==> src/design/cnsf_defines.svh <==
// Purpose: constants for the node status flag block
// Assumes: included by bare name from design files
// Notes:   offsets are byte addresses on a 32-bit bus
`ifndef CNSF_DEFINES_SVH
`define CNSF_DEFINES_SVH

// ----------------------------------------------------------------
// register map
// ----------------------------------------------------------------
`define CNSF_OFS_CSR          4'h0
`define CNSF_OFS_ERRCNT       4'h4

// ----------------------------------------------------------------
// control and status word and error count word fields
// ----------------------------------------------------------------
`define CNSF_BIT_HALT         0
`define CNSF_BIT_IRQ_EN       2
`define CNSF_BIT_STATE_LO     8
`define CNSF_BIT_STATE_HI     9
`define CNSF_BIT_FLAG         10
`define CNSF_BIT_RX_ACT       14
`define CNSF_BIT_TX_ACT       15
`define CNSF_ERR_TX_LSB       0
`define CNSF_ERR_RX_LSB       16

// ----------------------------------------------------------------
// node state codes
// ----------------------------------------------------------------
`define CNSF_NS_ACTIVE        2'h0
`define CNSF_NS_WARNING       2'h1
`define CNSF_NS_PASSIVE       2'h2
`define CNSF_NS_BUSOFF        2'h3

// ----------------------------------------------------------------
// reset values and thresholds
// ----------------------------------------------------------------
`define CNSF_RST_HALT         1'b1
`define CNSF_RST_IRQ_EN       1'b0
`define CNSF_LIM_WARNING      9'h060
`define CNSF_LIM_PASSIVE      9'h080
`define CNSF_LIM_BUSOFF       9'h100
`define CNSF_RECESSIVE_BITS   11
`define CNSF_BUSOFF_SEQS      128

`endif

==> src/design/cnsf_pkg.sv <==
// Purpose: types shared by the node status flag block
// Assumes: nothing beyond the defines header
// Notes:   numeric constants live in cnsf_defines.svh
package cnsf_pkg;

    typedef logic [1:0] cnsf_node_code_type;

    typedef enum logic [1:0] {
        REC_IDLE,
        REC_COUNT,
        REC_DONE
    } cnsf_rec_state_type;

endpackage : cnsf_pkg

==> src/design/cnsf_recovery.sv <==
// Purpose: counts runs of recessive bits before the bus is rejoined
// Assumes: bit_tick_i marks one sample point per bit time
// Notes:   a dominant bit restarts the current run only
`timescale 1ns/1ns

module cnsf_recovery
    import cnsf_pkg::*;
#(
    parameter int RUN_BITS = 11,
    parameter int MAX_RUNS = 128
) (
    // clock and reset
    input  wire logic         clk_i,
    input  wire logic         rst_i,
    // control
    input  wire logic         start_i,
    input  wire logic         busoff_i,
    // bus sampling
    input  wire logic         bit_tick_i,
    input  wire logic         rx_i,
    // result
    output logic              done_o
);

    localparam int BW = $clog2(RUN_BITS + 1);
    localparam int RW = $clog2(MAX_RUNS + 1);

    cnsf_rec_state_type state_r;
    logic [BW-1:0]      bits_r;
    logic [RW-1:0]      runs_r;
    logic [RW-1:0]      need_r;

    // ----------------------------------------------------------------
    // sequencer
    // ----------------------------------------------------------------
    always_ff @(posedge clk_i) begin
        if (rst_i) begin
            state_r <= REC_IDLE;
            bits_r  <= '0;
            runs_r  <= '0;
            need_r  <= RW'(1);
        end else begin
            unique case (state_r)
                REC_IDLE: begin
                    bits_r <= '0;
                    runs_r <= '0;
                    if (start_i) begin
                        need_r  <= busoff_i ? RW'(MAX_RUNS) : RW'(1);
                        state_r <= REC_COUNT;
                    end
                end
                REC_COUNT: begin
                    if (bit_tick_i) begin
                        if (!rx_i) begin
                            bits_r <= '0;
                        end else if (bits_r == BW'(RUN_BITS - 1)) begin
                            bits_r <= '0;
                            runs_r <= runs_r + RW'(1);
                            if (runs_r + RW'(1) == need_r) begin
                                state_r <= REC_DONE;
                            end
                        end else begin
                            bits_r <= bits_r + BW'(1);
                        end
                    end
                end
                REC_DONE: begin
                    state_r <= REC_IDLE;
                end
                default: begin
                    state_r <= REC_IDLE;
                end
            endcase
        end
    end

    assign done_o = (state_r == REC_DONE);

endmodule : cnsf_recovery

==> src/design/cnsf_status.sv <==
// Purpose: node state, transition flag and activity bits of the
//          control and status word, behind a classic wishbone slave
// Assumes: protocol engine supplies error counts, frame tracking
//          and a bit sample strobe, all synchronous to clk_i
// Notes:   one 32-bit register word per offset
`timescale 1ns/1ns
`include "cnsf_defines.svh"

module cnsf_status
    import cnsf_pkg::*;
#(
    parameter int RUN_BITS = `CNSF_RECESSIVE_BITS,
    parameter int MAX_RUNS = `CNSF_BUSOFF_SEQS
) (
    // clock and reset
    input  wire logic         clk_i,
    input  wire logic         rst_i,
    // wishbone slave
    input  wire logic         cyc_i,
    input  wire logic         stb_i,
    input  wire logic         we_i,
    input  wire logic         lock_i,
    input  wire logic [3:0]   adr_i,
    input  wire logic [3:0]   sel_i,
    input  wire logic [31:0]  dat_i,
    output logic [31:0]       dat_o,
    output logic              ack_o,
    // error counters from protocol engine
    input  wire logic [8:0]   tx_err_cnt_i,
    input  wire logic [7:0]   rx_err_cnt_i,
    // bus frame tracking
    input  wire logic         msg_on_bus_i,
    input  wire logic         err_ovl_on_bus_i,
    input  wire logic         intermission_i,
    input  wire logic         bus_idle_i,
    input  wire logic         node_tx_msg_i,
    input  wire logic         node_tx_err_ovl_i,
    // bus sampling
    input  wire logic         bit_tick_i,
    input  wire logic         rx_i,
    // status toward the controller
    output logic [1:0]        node_state_o,
    output logic              rx_active_o,
    output logic              tx_active_o,
    output logic              halt_o,
    output logic              err_cnt_clear_o,
    output logic              state_change_irq_o
);

    // ----------------------------------------------------------------
    // declarations
    // ----------------------------------------------------------------
    logic                 ack_r;
    logic [31:0]          dat_r;
    logic                 req;
    logic                 wr_en;
    logic                 rd_en;
    logic                 hit_csr;
    logic                 hit_err;
    logic                 wr_csr_hi;
    logic                 wr_csr_lo;

    cnsf_node_code_type   node_state_r;
    cnsf_node_code_type   node_state_nxt;
    cnsf_node_code_type   raw_state;
    logic                 transition;

    logic                 flag_r;
    logic                 flag_nxt;
    logic                 irq_en_r;
    logic                 halt_r;
    logic                 halt_nxt;
    logic                 rx_active_r;
    logic                 tx_active_r;
    logic                 clear_r;

    logic                 rec_start;
    logic                 rec_done;
    logic                 rec_busy_r;

    // ----------------------------------------------------------------
    // bus decode
    // ----------------------------------------------------------------
    assign req       = cyc_i && stb_i;
    // writes land on the edge that also shows ack to the master
    assign wr_en     = req && we_i && ack_r;
    // reads load one cycle early so the data stands with ack
    assign rd_en     = req && !we_i && !ack_r;
    // unmapped offsets still ack and read as zero
    assign hit_csr   = (adr_i == `CNSF_OFS_CSR);
    assign hit_err   = (adr_i == `CNSF_OFS_ERRCNT);
    assign wr_csr_hi = wr_en && hit_csr && sel_i[1];
    assign wr_csr_lo = wr_en && hit_csr && sel_i[0];

    always_ff @(posedge clk_i) begin
        if (rst_i) begin
            ack_r <= 1'b0;
        end else begin
            // drop ack in the cycle after it was given
            ack_r <= req && !ack_r;
        end
    end

    // ----------------------------------------------------------------
    // read data
    // ----------------------------------------------------------------
    always_ff @(posedge clk_i) begin
        if (rst_i) begin
            dat_r <= 32'h0000_0000;
        end else if (rd_en) begin
            dat_r <= 32'h0000_0000;
            if (hit_csr) begin
                dat_r[`CNSF_BIT_HALT]     <= halt_r;
                dat_r[`CNSF_BIT_IRQ_EN]   <= irq_en_r;
                dat_r[`CNSF_BIT_STATE_LO] <= node_state_r[0];
                dat_r[`CNSF_BIT_STATE_HI] <= node_state_r[1];
                // locked read sees 1 so its write-back cannot clear
                dat_r[`CNSF_BIT_FLAG]     <= flag_r || lock_i;
                dat_r[`CNSF_BIT_RX_ACT]   <= rx_active_r;
                dat_r[`CNSF_BIT_TX_ACT]   <= tx_active_r;
            end else if (hit_err) begin
                dat_r[`CNSF_ERR_TX_LSB +: 9] <= tx_err_cnt_i;
                dat_r[`CNSF_ERR_RX_LSB +: 8] <= rx_err_cnt_i;
            end
        end else if (!req) begin
            dat_r <= 32'h0000_0000;
        end
    end

    assign ack_o = ack_r;
    assign dat_o = dat_r;

    // ----------------------------------------------------------------
    // node state from the error counters
    // ----------------------------------------------------------------
    // thresholds compare the full nine-bit transmit count
    always_comb begin
        if (tx_err_cnt_i >= `CNSF_LIM_BUSOFF) begin
            raw_state = `CNSF_NS_BUSOFF;
        end else if (tx_err_cnt_i >= `CNSF_LIM_PASSIVE
                     || {1'b0, rx_err_cnt_i} >= `CNSF_LIM_PASSIVE) begin
            raw_state = `CNSF_NS_PASSIVE;
        end else if (tx_err_cnt_i >= `CNSF_LIM_WARNING
                     || {1'b0, rx_err_cnt_i} >= `CNSF_LIM_WARNING) begin
            raw_state = `CNSF_NS_WARNING;
        end else begin
            raw_state = `CNSF_NS_ACTIVE;
        end
    end

    always_comb begin
        node_state_nxt = node_state_r;
        if (node_state_r == `CNSF_NS_BUSOFF) begin
            // bus off is left only through the recovery sequence
            if (rec_done) begin
                node_state_nxt = `CNSF_NS_ACTIVE;
            end
        end else if (clear_r) begin
            // counters are zeroed on this edge; judging the stale
            // counts here would throw the node straight back to bus off
            node_state_nxt = node_state_r;
        end else begin
            node_state_nxt = raw_state;
        end
    end

    always_ff @(posedge clk_i) begin
        if (rst_i) begin
            node_state_r <= `CNSF_NS_ACTIVE;
        end else begin
            node_state_r <= node_state_nxt;
        end
    end

    assign node_state_o = node_state_r;

    // ----------------------------------------------------------------
    // transition flag
    // ----------------------------------------------------------------
    // only the four forward steps of the cycle count as transitions
    always_comb begin
        transition = 1'b0;
        unique case (node_state_r)
            `CNSF_NS_ACTIVE:  transition = (node_state_nxt == `CNSF_NS_WARNING);
            `CNSF_NS_WARNING: transition = (node_state_nxt == `CNSF_NS_PASSIVE);
            `CNSF_NS_PASSIVE: transition = (node_state_nxt == `CNSF_NS_BUSOFF);
            `CNSF_NS_BUSOFF:  transition = (node_state_nxt == `CNSF_NS_ACTIVE);
        endcase
    end

    always_comb begin
        flag_nxt = flag_r;
        if (wr_csr_hi && !dat_i[`CNSF_BIT_FLAG]) begin
            flag_nxt = 1'b0;
        end
        // writing 1 falls through and keeps the flag as it is
        // placed last so a transition beats a same-cycle clear
        if (transition) begin
            flag_nxt = 1'b1;
        end
    end

    always_ff @(posedge clk_i) begin
        if (rst_i) begin
            flag_r <= 1'b0;
        end else begin
            flag_r <= flag_nxt;
        end
    end

    // ----------------------------------------------------------------
    // low byte controls
    // ----------------------------------------------------------------
    always_ff @(posedge clk_i) begin
        if (rst_i) begin
            irq_en_r <= `CNSF_RST_IRQ_EN;
        end else if (wr_csr_lo) begin
            irq_en_r <= dat_i[`CNSF_BIT_IRQ_EN];
        end
    end

    // bits 11..13 have no storage, so writes there vanish

    always_comb begin
        halt_nxt = halt_r;
        if (wr_csr_lo) begin
            // writing 1 halts at once; writing 0 only arms recovery,
            // so halt stays up until the recessive runs are counted
            halt_nxt = halt_r || dat_i[`CNSF_BIT_HALT];
        end
        if (rec_done) begin
            halt_nxt = 1'b0;
        end
        if (node_state_nxt == `CNSF_NS_BUSOFF
            && node_state_r != `CNSF_NS_BUSOFF) begin
            halt_nxt = 1'b1;
        end
    end

    always_ff @(posedge clk_i) begin
        if (rst_i) begin
            halt_r <= `CNSF_RST_HALT;
        end else begin
            halt_r <= halt_nxt;
        end
    end

    assign halt_o = halt_r;

    // ----------------------------------------------------------------
    // recovery toward the bus
    // ----------------------------------------------------------------
    // a write of 0 to a set halt bit arms the recessive run counter
    assign rec_start = wr_csr_lo && halt_r && !dat_i[`CNSF_BIT_HALT]
                       && !rec_busy_r;

    always_ff @(posedge clk_i) begin
        if (rst_i) begin
            rec_busy_r <= 1'b0;
        end else if (rec_done) begin
            rec_busy_r <= 1'b0;
        end else if (rec_start) begin
            rec_busy_r <= 1'b1;
        end
    end

    cnsf_recovery #(
        .RUN_BITS (RUN_BITS),
        .MAX_RUNS (MAX_RUNS)
    ) u_recovery (
        .clk_i      (clk_i),
        .rst_i      (rst_i),
        .start_i    (rec_start),
        .busoff_i   (node_state_r == `CNSF_NS_BUSOFF),
        .bit_tick_i (bit_tick_i),
        .rx_i       (rx_i),
        .done_o     (rec_done)
    );

    // counters are zeroed only when bus off is left
    always_ff @(posedge clk_i) begin
        if (rst_i) begin
            clear_r <= 1'b0;
        end else begin
            clear_r <= rec_done && node_state_r == `CNSF_NS_BUSOFF;
        end
    end

    assign err_cnt_clear_o = clear_r;

    // ----------------------------------------------------------------
    // activity indicators
    // ----------------------------------------------------------------
    always_ff @(posedge clk_i) begin
        if (rst_i) begin
            rx_active_r <= 1'b0;
        end else begin
            // own transmissions count too; filtering plays no part
            rx_active_r <= msg_on_bus_i
                           && !err_ovl_on_bus_i
                           && !halt_r && !intermission_i && !bus_idle_i;
        end
    end

    always_ff @(posedge clk_i) begin
        if (rst_i) begin
            tx_active_r <= 1'b0;
        end else begin
            tx_active_r <= node_tx_msg_i
                           && !node_tx_err_ovl_i && !halt_r;
        end
    end

    assign rx_active_o = rx_active_r;
    assign tx_active_o = tx_active_r;

    // ----------------------------------------------------------------
    // interrupt request
    // ----------------------------------------------------------------
    // plain level; the flag gated by irq_en_r, no sticky logic beyond the flag
    assign state_change_irq_o = flag_r && irq_en_r;

endmodule : cnsf_status

==> config.mk <==
export PLATFORM = sky130hd
export DESIGN_NAME = cnsf_status
export DESIGN_NICKNAME = d
export VERILOG_FILES = /design/src/design/cnsf_pkg.sv /design/src/design/cnsf_recovery.sv /design/src/design/cnsf_status.sv
export VERILOG_INCLUDE_DIRS = /design/src /design/src/design
export SDC_FILE = /design/constraint.sdc
export NUM_CORES = 1
export LEC_CHECK = 0
export BUFFER_PORTS_ARGS = -buffer_cell sky130_fd_sc_hd__clkbuf_2
export CAP_MARGIN = 10
export CORE_MARGIN = 10
export CORE_UTILIZATION = 46
export CTS_CLUSTER_DIAMETER = 40
export CTS_CLUSTER_SIZE = 20
export DETAILED_ROUTE_END_ITERATION = 12
export PLACE_DENSITY = 0.79
export SYNTH_ARGS = -nofsm -noshare
export SYNTH_HDL_FRONTEND = slang
export SYNTH_SLANG_ARGS = --single-unit
==> constraint.sdc <==
create_clock -name clk_i -period 2.05 [get_ports clk_i]
set_input_delay 0.615 -clock clk_i [delete_from_list [all_inputs] [get_ports clk_i]]
set_output_delay 0.615 -clock clk_i [all_outputs]
set_load 0.02 [all_outputs]
# Word-level counts from Yosys, hierarchy flattened

Index checks and enable logic that the tools add are counted.

Logic and storage cells: 126
Input port bits: 71
Register bits after elaboration: 53
Output and inout bits: 40

Reductions and logical operators: 49
Add/sub/neg operators: 2
Equality and inequality tests: 18
Muxes and demuxes: 38
Order comparisons: 5

Operator list:

| cell                                                                                 | count |
|---|---|
| 24-bit 2-to-1 mux                                                                    | 2 |
| 8-bit 2-to-1 mux                                                                     | 6 |
| 2-bit 2-to-1 mux                                                                     | 12 |
| 1-bit logical AND                                                                    | 22 |
| 8-bit one-hot mux with 2 select lines                                                | 1 |
| 4-bit 2-to-1 mux                                                                     | 3 |
| 2-bit equality test (second input constant)                                          | 5 |
| 1-bit logical NOT                                                                    | 10 |
| 9-bit by 7-bit greater-or-equal comparator with 1-bit output (second input constant) | 1 |
| 9-bit by 8-bit greater-or-equal comparator with 1-bit output (second input constant) | 1 |
| 9-bit greater-or-equal comparator (second input constant)                            | 1 |
| 1-bit 2-to-1 mux                                                                     | 9 |
| 9-bit 2-to-1 mux                                                                     | 1 |
| 8-bit by 1-bit adder with 8-bit output (second input constant)                       | 1 |
| 8-bit equality test                                                                  | 1 |
| 8-bit by 7-bit greater-or-equal comparator with 1-bit output (second input constant) | 1 |
| 8-bit greater-or-equal comparator (second input constant)                            | 1 |
| 2-bit != test (second input constant)                                                | 4 |
| 4-bit one-hot mux with 2 select lines                                                | 1 |
| 2-bit by 1-bit equality test with 1-bit output (second input constant)               | 3 |
| 2-bit logical NOT                                                                    | 3 |
| 2-bit by 1-bit != test with 1-bit output (second input constant)                     | 3 |
| 2-bit nonzero test                                                                   | 3 |
| 5-bit 2-to-1 mux                                                                     | 1 |
| other kinds (11)                                                                     | 16 |

# Logic depth before layout (Yosys ltp)

Gate-level depths: netlist (run 1).

Word-level depth: 10
Gate-level depth with buffers: 8
Gate-level depth less buffers: 7

# Modules after synthesis

A second synthesis (run 1) with hierarchy kept.

Cell total of the unflattened synthesis: 251
Area total of the unflattened synthesis: 2,257.2 µm²

Modules (own cells, without submodules):

| module        | sequential area each (µm²) | cells an instance | area an instance (µm²) | times used |
|---|---|---|---|---|
| cnsf_status   | 620.6                      | 140               | 1,305.0                | 1 |
| cnsf_recovery | 320.3                      | 111               | 952.2                  | 1 |

# Worst setup path after synthesis (run 1)

No wires, ideal clock.

Path kind: flip-flop to output port
Start point: reg irq_en_r
End point: out state_change_irq_o
Path buffers: 0
Required time: 1.435 ns
Arrival time: 0.540 ns
Cell stages (with the launch flop): 2
Setup slack: 0.895 ns
Path through: dfxtp_1 -> and2_1

Cells in the longest elaborated chain, start to end: 1

RTL lines:

| element                | RTL line           | text |
|---|---|---|
| start, declared        | cnsf_status.sv:70  | `logic irq_en_r;` |
| start signal, assigned | cnsf_status.sv:216 | `` irq_en_r <= `CNSF_RST_IRQ_EN; `` |
| start signal, assigned | cnsf_status.sv:218 | `` irq_en_r <= dat_i[`CNSF_BIT_IRQ_EN]; `` |
| 1-bit logical AND      | cnsf_status.sv:321 | `assign state_change_irq_o = flag_r && irq_en_r;` |
| end, declared          | cnsf_status.sv:47  | `output logic state_change_irq_o` |

No other way between the ends.

==> results by group, run 1 <==
Outcome
  – Outcome: completed

Placement
  – RePlAce Congestion: about 0.8
  – Placed cell count: 378
  – DP HPWL: ~4300 um
  – Worst slack, placed: 0.161 ns
  – Placed cell areas: about 2600 um^2
  – IO Port Bufs: ~70

Global route
  – Overall routing resource usage: 0.133
  – Vias in the first global route: ~2,100
  – Overflow after GRT: 0
  – Largest net degree at the start of global routing: 24
  – First-pass GRT wire length: 9380 um
  – Initial antenna violation count: 0

Clock network
  – Register clock-pin slew on the reported worst setup and hold paths: 0.08 ns
  – Root Driver: clkbuf_8
  – CTS max path bufs: 2
  – Hold-fix buffers, CTS: 0
  – CTS tree: done
  – H-tree Lvls: 2
  – TritonCTS Buffers: 5
  – Post_cts resized: 0
  – Setup bufs post-CTS: 0
  – Latest clock arrival within the worst-skew pair: 0.30 ns
  – Sink Count: between 40 and 50

Logic synthesis
  – Post-Syn Instances: 250
  – Syn avg cell area: 9.08 um^2
  – Sequential area share after synthesis: 0.414
  – Ys async rst share: 0
  – Syn. warnings: 0
  – EDFF count, synth: 0
  – Number of synthesized register bits: 47
  – Ys flop type: dfxtp_1
  – Post-synthesis cell type count: 49
  – Synth Cell Area: between 2000 and 2500 um^2

Critical path
  – CP top delay family: simple AND/OR/NAND/NOR gates
  – Critical path depth: 7
  – CP endpoint: u_recovery.state_r[0]$_SDFFE_PP0P_
  – Crit-path cells: inv_1 -> ha_1 -> nand3b_4 -> or2_1 -> a2111oi_4 -> nand4_1 -> o2bb2ai_1
  – Critical Path AT: ~2.0 ns
  – CP peak stage delay: around 0.37 ns
  – FF-to-FF Start: u_recovery.bits_r[0]$_SDFFE_PP0P_
  – RR Endpoint: u_recovery.state_r[0]$_SDFFE_PP0P_
  – Reg2Reg Depth: 7
  – Critical path origin: u_recovery.bits_r[0]$_SDFFE_PP0P_
  – Worst path slowest cell: or2_1
  – CP endpoint kind: flip-flop
  – Peak fanout along the critical path: 9
  – Setup CP Type: reg -> reg
  – Setup crit start kind: flip-flop
  – Crit path buffers/inverters: 1
  – WP data required: around 2.2 ns
  – Reg2reg setup slack: approximately 0.18 ns

Detailed routing
  – Post-DR vias/cell: around 5.2
  – First-iteration detailed-routing DRC count: between 100 and 150
  – First-pass DRT Iterations: 4
  – DRC Markers: 0
  – Via count: 2,018
  – WL per Instance: 14.3 um
  – DRT Wirelength: approximately 5500 um
  – Post-route ant nets: 0

Floorplanning
  – Die area: approximately 8000 um^2
  – Core ar.: between 4000 and 5000 um^2
  – Die Height: about 90 um
  – I/O pins: between 100 and 150
  – Initial core utilization: 0.478
  – Die width: ~90 um
  – Row count: 25

Power
  – VDD IR-drop max: between 0.3 and 0.4 mV
  – Pwr Density: ~600 nW/um^2
  – Static Leak: around 1.2 nW
  – Net Sw Frac: 0.233
  – Seq pwr share: 0.557
  – Internal: 1.28 mW
  – Combinational power share: 0.080
  – Final Total Pwr: 1.67 mW
  – Clock Power Share: 0.363
  – Psw: slightly below 0.4 mW

STA
  – Minimum clock period: ~1.9 ns
  – Setup TNS: 0 ns
  – Slew margin rel.: 0.632
  – Skew final: roughly 0.0049 ns
  – Final Max Tran Viols: 0
  – Hold WS: ~0.45 ns
  – Achievable Freq: 535 MHz
  – Count of final hold-check violations: 0
  – Tightest Pin Transition: approximately 0.55 ns
  – Final worst slack: roughly 0.18 ns
  – Endpoints failing setup: 0
  – Final worst-path cycle share: 0.912
  – RSZ-0062 raised after global routing: false

Finish
  – Commonest non-fill, non-tap cell in the layout: clkbuf_2
  – Share of layout cells above drive strength 1: 0.298
  – Nets@finish: ~390
  – Synth-to-layout area growth: 21.0%
  – Diodes inserted: 0
  – Fin util: 0.578
  – Non-filler cells, final: approximately 390
  – Final Cell Area: about 2700 um^2
  – Commonest cells after routing, fill and taps aside: clkbuf_2 (68), dfxtp_1 (47), nor2_1 (31), a22oi_1 (20), nand2_1 (18)

Min path
  – Hold Path Class: reg -> reg

Flow run
  – Max_cap viols: 0
==> sequential cells by signal, summed over array words and instances, names as in the netlist <==
| name | count |
|---|---|
| dat_o | 21 |
| u_recovery.runs_r | 8 |
| u_recovery.bits_r | 4 |
| node_state_o | 2 |
| u_recovery.need_r | 2 |
| u_recovery.state_r | 2 |
| ack_o | 1 |
| err_cnt_clear_o | 1 |
| flag_r | 1 |
| halt_o | 1 |
| irq_en_r | 1 |
| rec_busy_r | 1 |
| rx_active_o | 1 |
| tx_active_o | 1 |
==> per-layer routing <==
metal | global-route usage | vias to the layer above | part of all wire | wire (um)
li1 | - | 1018 | - | -
met1 | 0.142 | 930 | 0.41 | 2280
met2 | 0.234 | 64 | 0.49 | 2730
met3 | 0.0582 | 6 | 0.088 | 490
met4 | 0.0358 | 0 | 0.0069 | 38
met5 | 0 | - | 0 | 0
==> layout make-up <==
| cell class | instances | area, um^2 |
|---|---|---|
| clock buffers | 8 | 100 |
| fillers | 458 | 2010 |
| inverters | 5 | 18.8 |
| multi-input cells | 183 | 1200 |
| flip-flops and latches | 47 | 941 |
| well taps | 67 | 83.8 |
| repair buffers | 76 | 400 |
==> power by group through the flow <==
stage          registers, mW  clock network [mW]  logic (mW)
5_1_grt                0.929               0.647       0.147
3_5_place_dp           0.949                   0       0.133
6_report               0.927               0.605       0.134
2_1_floorplan          0.952                   0      0.0818
4_1_cts                0.927               0.621       0.134
3_3_place_gp           0.948                   0       0.131
==> cells by family (layout without fill, tap and decap cells) <==
group,after synthesis,after routing,share of synthesized area
and+or+nand+nor,93,93,0.229
AOI/OAI and AO/OA,61,61,0.205
DFF,47,47,0.414
buffers and inverters,30,89,0.0722
xor gates and xnor gates,10,10,0.0386
muxes,5,5,0.0226
adders and majority gates,3,3,0.0165
other,1,11,0.00165
==> cells in the mapped netlist, types with 2 or more instances <==
library cell / count / area (um^2)
mux2i_1: 4 / 40.0
buf_4: 11 / 82.6
inv_1: 5 / 18.8
o21ai_0: 9 / 45.0
ha_1: 3 / 37.5
nand4_1: 8 / 50.1
a2111oi_4: 2 / 55.1
nor3b_1: 2 / 15.0
and2_1: 6 / 37.5
nor2b_1: 2 / 12.5
nand2_1: 18 / 67.6
a31oi_1: 2 / 12.5
clkbuf_1: 11 / 41.3
o31a_1: 2 / 17.5
xnor2_1: 6 / 52.6
and3b_1: 2 / 17.5
nor2_1: 31 / 116
xor2_1: 4 / 35.0
dfxtp_1: 47 / 941
a21oi_1: 9 / 45.0
o22ai_1: 4 / 25.0
a22oi_1: 20 / 150
nand3_1: 4 / 20.0
a222oi_1: 3 / 30.0
buf_2: 2 / 10.0
a21oi_2: 2 / 17.5
nor3_1: 7 / 35.0
nand2b_1: 3 / 18.8
==> worst min-delay path: cells and delay by family (launching register included) <==
| family | cells | cell delay [ns] |
|---|---|---|
| DFF | 1 | 0.32 |
| and+or+nand+nor | 1 | 0.05 |
| AOI/OAI and AO/OA | 1 | 0.05 |
==> worst min-delay path by stage <==
stage / cells after the start / endpoint / slack [ns] / start
finish: 2 / dat_o[10]$_SDFFE_PP0P_ / 0.45 / dat_o[10]$_SDFFE_PP0P_
global route: 2 / tx_active_o$_SDFF_PP0_ / 0.46 / node_tx_err_ovl_i
CTS: 2 / dat_o[10]$_SDFFE_PP0P_ / 0.46 / dat_o[10]$_SDFFE_PP0P_
detailed placement: 2 / dat_o[10]$_SDFFE_PP0P_ / 0.45 / dat_o[10]$_SDFFE_PP0P_
global placement: 2 / dat_o[10]$_SDFFE_PP0P_ / 0.44 / dat_o[10]$_SDFFE_PP0P_
floorplan: 2 / u_recovery.need_r[0]$_SDFFE_PP1P_ / 0.47 / u_recovery.need_r[0]$_SDFFE_PP1P_
Power figures use the tool's default switching activity.
==> run 2: changes to the inputs <==
--- a/config.mk
+++ b/config.mk
@@ -6,14 +6,14 @@
 export SDC_FILE = /design/constraint.sdc
 export NUM_CORES = 1
 export LEC_CHECK = 0
+export ABC_AREA = 1
 export BUFFER_PORTS_ARGS = -buffer_cell sky130_fd_sc_hd__clkbuf_2
-export CAP_MARGIN = 10
 export CORE_MARGIN = 10
-export CORE_UTILIZATION = 46
+export CORE_UTILIZATION = 45
 export CTS_CLUSTER_DIAMETER = 40
 export CTS_CLUSTER_SIZE = 20
 export DETAILED_ROUTE_END_ITERATION = 12
-export PLACE_DENSITY = 0.79
+export PLACE_DENSITY = 0.78
 export SYNTH_ARGS = -nofsm -noshare
 export SYNTH_HDL_FRONTEND = slang
 export SYNTH_SLANG_ARGS = --single-unit
==> run 2 against run 1 <==
Compared with the run above: die area is 1.6% lower; fmax up 11%; via count up 4.6%.
==> results by group, run 2 <==
Critical path
  – Peak fanout along the critical path: 6
  – Setup crit start kind: flip-flop
  – WP data required: between 2 and 2.5 ns
  – Setup CP Type: reg -> reg
  – CP endpoint kind: flip-flop
  – Critical Path AT: between 1.5 and 2 ns

Finish
  – Final Cell Area: roughly 2700 um^2
  – Synth-to-layout area growth: 23.4%
  – Nets@finish: about 450
  – Commonest non-fill, non-tap cell in the layout: nand2_1
  – Share of layout cells above drive strength 1: 0.227
  – Commonest cells after routing, fill and taps aside: nand2_1 (74), clkbuf_2 (68), nor2_1 (48), dfxtp_1 (47), inv_1 (25)
  – Max reg flops: 21
  – Diodes inserted: 0

Clock network
  – Latest clock arrival within the worst-skew pair: 0.29 ns
  – Post_cts resized: 0
  – Setup bufs post-CTS: 0
  – Register clock-pin slew on the reported worst setup and hold paths: 0.09 ns
  – Sink Count: 47
  – CTS max path bufs: 2
  – Root Driver: clkbuf_8
  – TritonCTS Buffers: 5
  – CTS tree: done
  – H-tree Lvls: 2
  – Hold-fix buffers, CTS: 0

Global route
  – Vias in the first global route: just over 2,000
  – Largest net degree at the start of global routing: 37
  – Overflow after GRT: 0
  – First-pass GRT wire length: just under 9000 um
  – Overall routing resource usage: 0.135
  – Initial antenna violation count: 0

Outcome
  – Outcome: completed

Logic synthesis
  – Post-Syn Instances: 302
  – Biggest area consumer among synthesized cells: dfxtp_1
  – Number of synthesized register bits: 47
  – Synth Area in Compound Gates: 0.139
  – Post-synthesis cell type count: 26
  – Mux share of post-synthesis cell area: 0
  – Syn. warnings: 0
  – Ys async rst share: 0
  – Synth area leaders: dfxtp_1 (43%), nand2_1 (13%), nor2_1 (8.3%), a22oi_1 (4.8%), a21oi_1 (4.6%)
  – Simple-gate share of the synthesized area: 0.304
  – EDFF count, synth: 0
  – Most common cell in the netlist: nand2_1
  – Syn avg cell area: slightly above 7 um^2
  – Synth top area share: 0.432
  – Sequential area share after synthesis: 0.432
  – Synth top cells by count: nand2_1 (74), nor2_1 (48), dfxtp_1 (47)
  – Adder-cell area share of the yosys netlist: 0.0173
  – Synth Cell Area: around 2200 um^2
  – Xor-xnor portion of the synthesized cell area: 0.00805
  – Largest family of logic cells by synthesized area: simple AND/OR/NAND/NOR gates
  – Ys flop type: dfxtp_1

Floorplanning
  – Row count: 25
  – Die Height: approximately 90 um
  – I/O pins: 111
  – Core ar.: 4690 um^2
  – Die area: about 8000 um^2
  – Initial core utilization: 0.464
  – Die width: just under 90 um

Detailed routing
  – Post-DR vias/cell: roughly 4.9
  – Post-route ant nets: 0
  – First-iteration detailed-routing DRC count: between 100 and 150
  – DRT Wirelength: approximately 5400 um
  – DRC Markers: 0
  – Via count: between 2,000 and 2,500
  – First-pass DRT Iterations: 4
  – WL per Instance: between 10 and 15 um

STA
  – RSZ-0062 raised after global routing: false
  – Tightest Pin Transition: ~0.54 ns
  – Skew final: around 0.0066 ns
  – Achievable Freq: roughly 600 MHz
  – Final worst slack: approximately 0.37 ns
  – Endpoints failing setup: 0
  – Count of final hold-check violations: 0
  – Final worst-path cycle share: 0.821
  – Minimum clock period: about 1.7 ns
  – Hold WS: 0.468 ns
  – Slew margin rel.: 0.640
  – Final Max Tran Viols: 0
  – Setup TNS: 0 ns

Min path
  – Hold Path Class: reg -> reg

Placement
  – RePlAce Congestion: between 0.8 and 0.9
  – Placed cell areas: 2550 um^2
  – Worst slack, placed: ~0.096 ns
  – IO Port Bufs: 68
  – DP HPWL: roughly 4200 um

Flow run
  – Max_cap viols: 0

Power
  – Pwr Density: between 600 and 700 nW/um^2
  – Static Leak: between 1 and 1.5 nW
  – VDD IR-drop max: approximately 0.37 mV
run 2: final timing paths:
| path | startpoint | end | slack (ns) | depth (start not counted) |
|---|---|---|---|---|
| max reg2reg | u_recovery.runs_r[0]$_SDFFE_PP0P_ | u_recovery.state_r[0]$_SDFFE_PP0P_ | 0.37 | 12 |
| min | dat_o[15]$_SDFFE_PP0P_ | dat_o[15]$_SDFFE_PP0P_ | 0.47 | 2 |
| max | u_recovery.runs_r[0]$_SDFFE_PP0P_ | u_recovery.state_r[0]$_SDFFE_PP0P_ | 0.37 | 12 |
| min reg2reg | dat_o[15]$_SDFFE_PP0P_ | dat_o[15]$_SDFFE_PP0P_ | 0.47 | 2 |
run 2: cells by family (layout without fill, tap and decap cells):
kind of cell               Yosys count  count (layout)
AOI/OAI and AO/OA                   51              51
and+or+nand+nor                    155             155
buffers and inverters               43             106
xor gates and xnor gates             2               2
other                                1              11
DFF                                 47              47
adders and majority gates            3               3
run 2: metrics by stage:
stage	util	instances	power (mW)
after floorplan	-	312	1.03
after global placement	0.544	421	1.08
after CTS	0.572	429	1.87
final	0.572	429	1.85
after global routing	0.572	429	1.92
after detailed placement	0.544	421	1.08
run 2: cell type report:
type / instances / area (um^2)
well taps: 54 / 67.6
repair buffers: 73 / 390
flip-flops and latches: 47 / 941
clock inverters: 2 / 60.1
fillers: 445 / 2010
clock buffers: 6 / 72.6
inverters: 25 / 93.8
multi-input cells: 222 / 1060
run 2: routing by layer:
layer | part of all wire | global-route usage | routed length, um
met3 | 0.063 | 0.0328 | 340
met2 | 0.47 | 0.226 | 2550
met5 | 0 | 0 | 0
met1 | 0.45 | 0.162 | 2430
met4 | 0.015 | 0.0491 | 82
run 2: worst max-delay path, stage by stage (launching register included):
cell and delay [ns]:
dfxtp_1 0.42, ha_1 0.22, nand2_1 0.08, nor2_1 0.15
nand2_1 0.06, nand2_1 0.05, nand2_1 0.07, nor2_1 0.11
nand2_1 0.07, o21bai_1 0.16, nand2_1 0.07, nand2_1 0.06
a21oi_1 0.05
run 2: report_power, final:
part	switching (mW)	internal, mW
registers	0.00871	0.919
logic	0.0810	0.0507
clock network	0.306	0.487
==> run 3: changes to the inputs <==
--- a/config.mk
+++ b/config.mk
@@ -9,11 +9,11 @@
 export ABC_AREA = 1
 export BUFFER_PORTS_ARGS = -buffer_cell sky130_fd_sc_hd__clkbuf_2
 export CORE_MARGIN = 10
-export CORE_UTILIZATION = 45
+export CORE_UTILIZATION = 41
 export CTS_CLUSTER_DIAMETER = 40
 export CTS_CLUSTER_SIZE = 20
 export DETAILED_ROUTE_END_ITERATION = 12
-export PLACE_DENSITY = 0.78
+export PLACE_DENSITY = 0.75
 export SYNTH_ARGS = -nofsm -noshare
 export SYNTH_HDL_FRONTEND = slang
 export SYNTH_SLANG_ARGS = --single-unit
==> constraint.sdc (replaced) <==
create_clock -name clk_i -period 1.5 [get_ports clk_i]
set_input_delay 0.45 -clock clk_i [delete_from_list [all_inputs] [get_ports clk_i]]
set_output_delay 0.45 -clock clk_i [all_outputs]
set_load 0.02 [all_outputs]
==> run 3 against run 2 <==
Compared with the run above: the run now ends with negative setup slack left; count of clock-buffer cells in the layout decreased by 1; wire length rose by 9.8%; non-clock buffer count increased by 26; clock power is 3.2% lower; register-to-register slack got worse by 0.40 ns; total power is 21% higher; worst setup slack lost 0.40 ns; design area rose by 12%; hold slack lost 0.17 ns; cell count rose by 9.8%; global-route usage decreased by 0.11 points; critical endpoint unchanged.
==> results by group, run 3 (synthesized netlist as in run 2, its figures left out) <==
Floorplanning
  – Die Height: between 90 and 100 um
  – Die area: roughly 8600 um^2
  – I/O pins: between 100 and 150
  – Row count: 26
  – Die width: 92.9 um
  – Core ar.: between 5000 and 6000 um^2
  – Initial core utilization: 0.423

Placement
  – IO Port Bufs: between 60 and 70
  – DP HPWL: 4420 um
  – RePlAce Congestion: approximately 0.85
  – Placed cell count: between 400 and 500
  – Worst slack, placed: -0.196 ns

Global route
  – Overflow after GRT: 0
  – Largest net degree at the start of global routing: 37
  – Vias in the first global route: approximately 2,200
  – First-pass GRT wire length: a little under 10,000 um
  – Overall routing resource usage: 0.134
  – Initial antenna violation count: 0

Min path
  – Hold Path Class: in -> reg

Finish
  – Commonest cells after routing, fill and taps aside: nand2_1 (68), clkbuf_2 (68), nor2_1 (42), dfxtp_1 (41), buf_4 (27)
  – Diodes inserted: 0
  – Non-filler cells, final: 471
  – Nets@finish: 474
  – Max reg flops: 21
  – Share of layout cells above drive strength 1: 0.354
  – Fin util: 0.583
  – Synth-to-layout area growth: 37.7%

STA
  – Minimum clock period: about 1.5 ns
  – Count of final hold-check violations: 0
  – Setup TNS: -0.0323 ns
  – Final worst slack: -0.0323 ns
  – Achievable Freq: between 600 and 700 MHz
  – Final Max Tran Viols: 0
  – Endpoints failing setup: 1
  – Skew final: around 0.0058 ns
  – RSZ-0062 raised after global routing: true
  – Tightest Pin Transition: 0.520 ns
  – Slew margin rel.: 0.654
  – Final worst-path cycle share: 1.02
  – Hold WS: between 0.2 and 0.3 ns

Critical path
  – WP data required: ~1.7 ns
  – Setup crit start kind: flip-flop
  – CP peak stage delay: between 0.3 and 0.4 ns
  – Setup CP Type: reg -> reg
  – Cell repeated most along the worst path: nand2_1
  – Crit-path cells: ha_4 -> buf_6 -> nand3_2 -> nand2_2 -> nand2_2 -> nand3_2 -> nor2_1 -> nand2_1 -> o21bai_1 -> nand2_1 -> nand2_1 -> a21oi_1
  – CP endpoint kind: flip-flop
  – Peak fanout along the critical path: 2
  – Critical Path AT: 1.73 ns
  – Worst path slowest cell: dfxtp_2

Clock network
  – CTS tree: done
  – Hold-fix buffers, CTS: 0
  – CTS max path bufs: 2
  – TritonCTS Buffers: 5
  – Sink Count: 47
  – H-tree Lvls: 2
  – Root Driver: clkbuf_8
  – Latest clock arrival within the worst-skew pair: roughly 0.30 ns
  – Register clock-pin slew on the reported worst setup and hold paths: approximately 0.090 ns

Power
  – VDD IR-drop max: approximately 0.57 mV
  – Pwr Density: 750 nW/um^2
  – Static Leak: roughly 1.4 nW

Detailed routing
  – First-pass DRT Iterations: 4
  – DRC Markers: 0
  – First-iteration detailed-routing DRC count: roughly 160
  – Post-route ant nets: 0
  – DRT Wirelength: about 5900 um
  – Via count: about 2,300
  – Post-DR vias/cell: between 4 and 5
  – WL per Instance: 12.6 um

Outcome
  – Failing checks: negative setup slack
  – Outcome: finished with violations

Flow run
  – Max_cap viols: 0
## run 3: cell type report
class | instances | area [um^2]
inverters | 25 | 93.8
fillers | 481 | 2140
clock inverters | 3 | 20.0
flip-flops and latches | 47 | 948
well taps | 70 | 87.6
clock buffers | 5 | 68.8
repair buffers | 99 | 614
multi-input cells | 222 | 1160
## run 3: worst max-delay path: cells and delay by family, from the launching register on
| kind | cells | cell delay, ns |
|---|---|---|
| AND/OR/NAND/NOR | 8 | 0.57 |
| flip-flops | 1 | 0.35 |
| AO/OA/AOI/OAI | 2 | 0.23 |
| adder cells (fa/ha/maj) | 1 | 0.17 |
| buffers and inverters | 1 | 0.11 |
## run 3: layer usage
metal  wire length, um  vias up  share of wire  global-route usage
met2              2720       80           0.46               0.211
met4                85        0          0.014              0.0424
li1                  -     1156              -                   -
met5                 0        -              0                   0
met3               640        7           0.11              0.0718
met1              2500     1033           0.42               0.151
## run 3: final timing paths
kind | startpoint | end | slack, ns | cells after the start
setup / recovery | u_recovery.runs_r[0]$_SDFFE_PP0P_ | u_recovery.state_r[0]$_SDFFE_PP0P_ | -0.03 | 12
hold / removal | bus_idle_i | rx_active_o$_SDFF_PP0_ | 0.30 | 2
setup reg to reg | u_recovery.runs_r[0]$_SDFFE_PP0P_ | u_recovery.state_r[0]$_SDFFE_PP0P_ | -0.03 | 12
hold reg to reg | dat_o[14]$_SDFFE_PP0P_ | dat_o[14]$_SDFFE_PP0P_ | 0.46 | 2
## run 3: what timing repair did
action	4_1_cts	5_1_grt
resized for setup	13	22
endpoints found under the setup margin	8	15
pin swaps	7	8
hold endpoints to repair	0	0
buffers inserted	4	2
## run 3: report_power, final
group	switching, mW	total, mW	internal [mW]
Clock	0.443	0.768	0.325
Sequential	0.0126	1.27	1.26
Combinational	0.118	0.209	0.0909
## run 3: through the flow
stage               power [mW]  area [um^2]
global placement          1.50         2760
floorplan                 1.42         2230
CTS                       2.26         2920
finish                    2.25         3000
detailed placement        1.51         2760
global route              2.33         3000
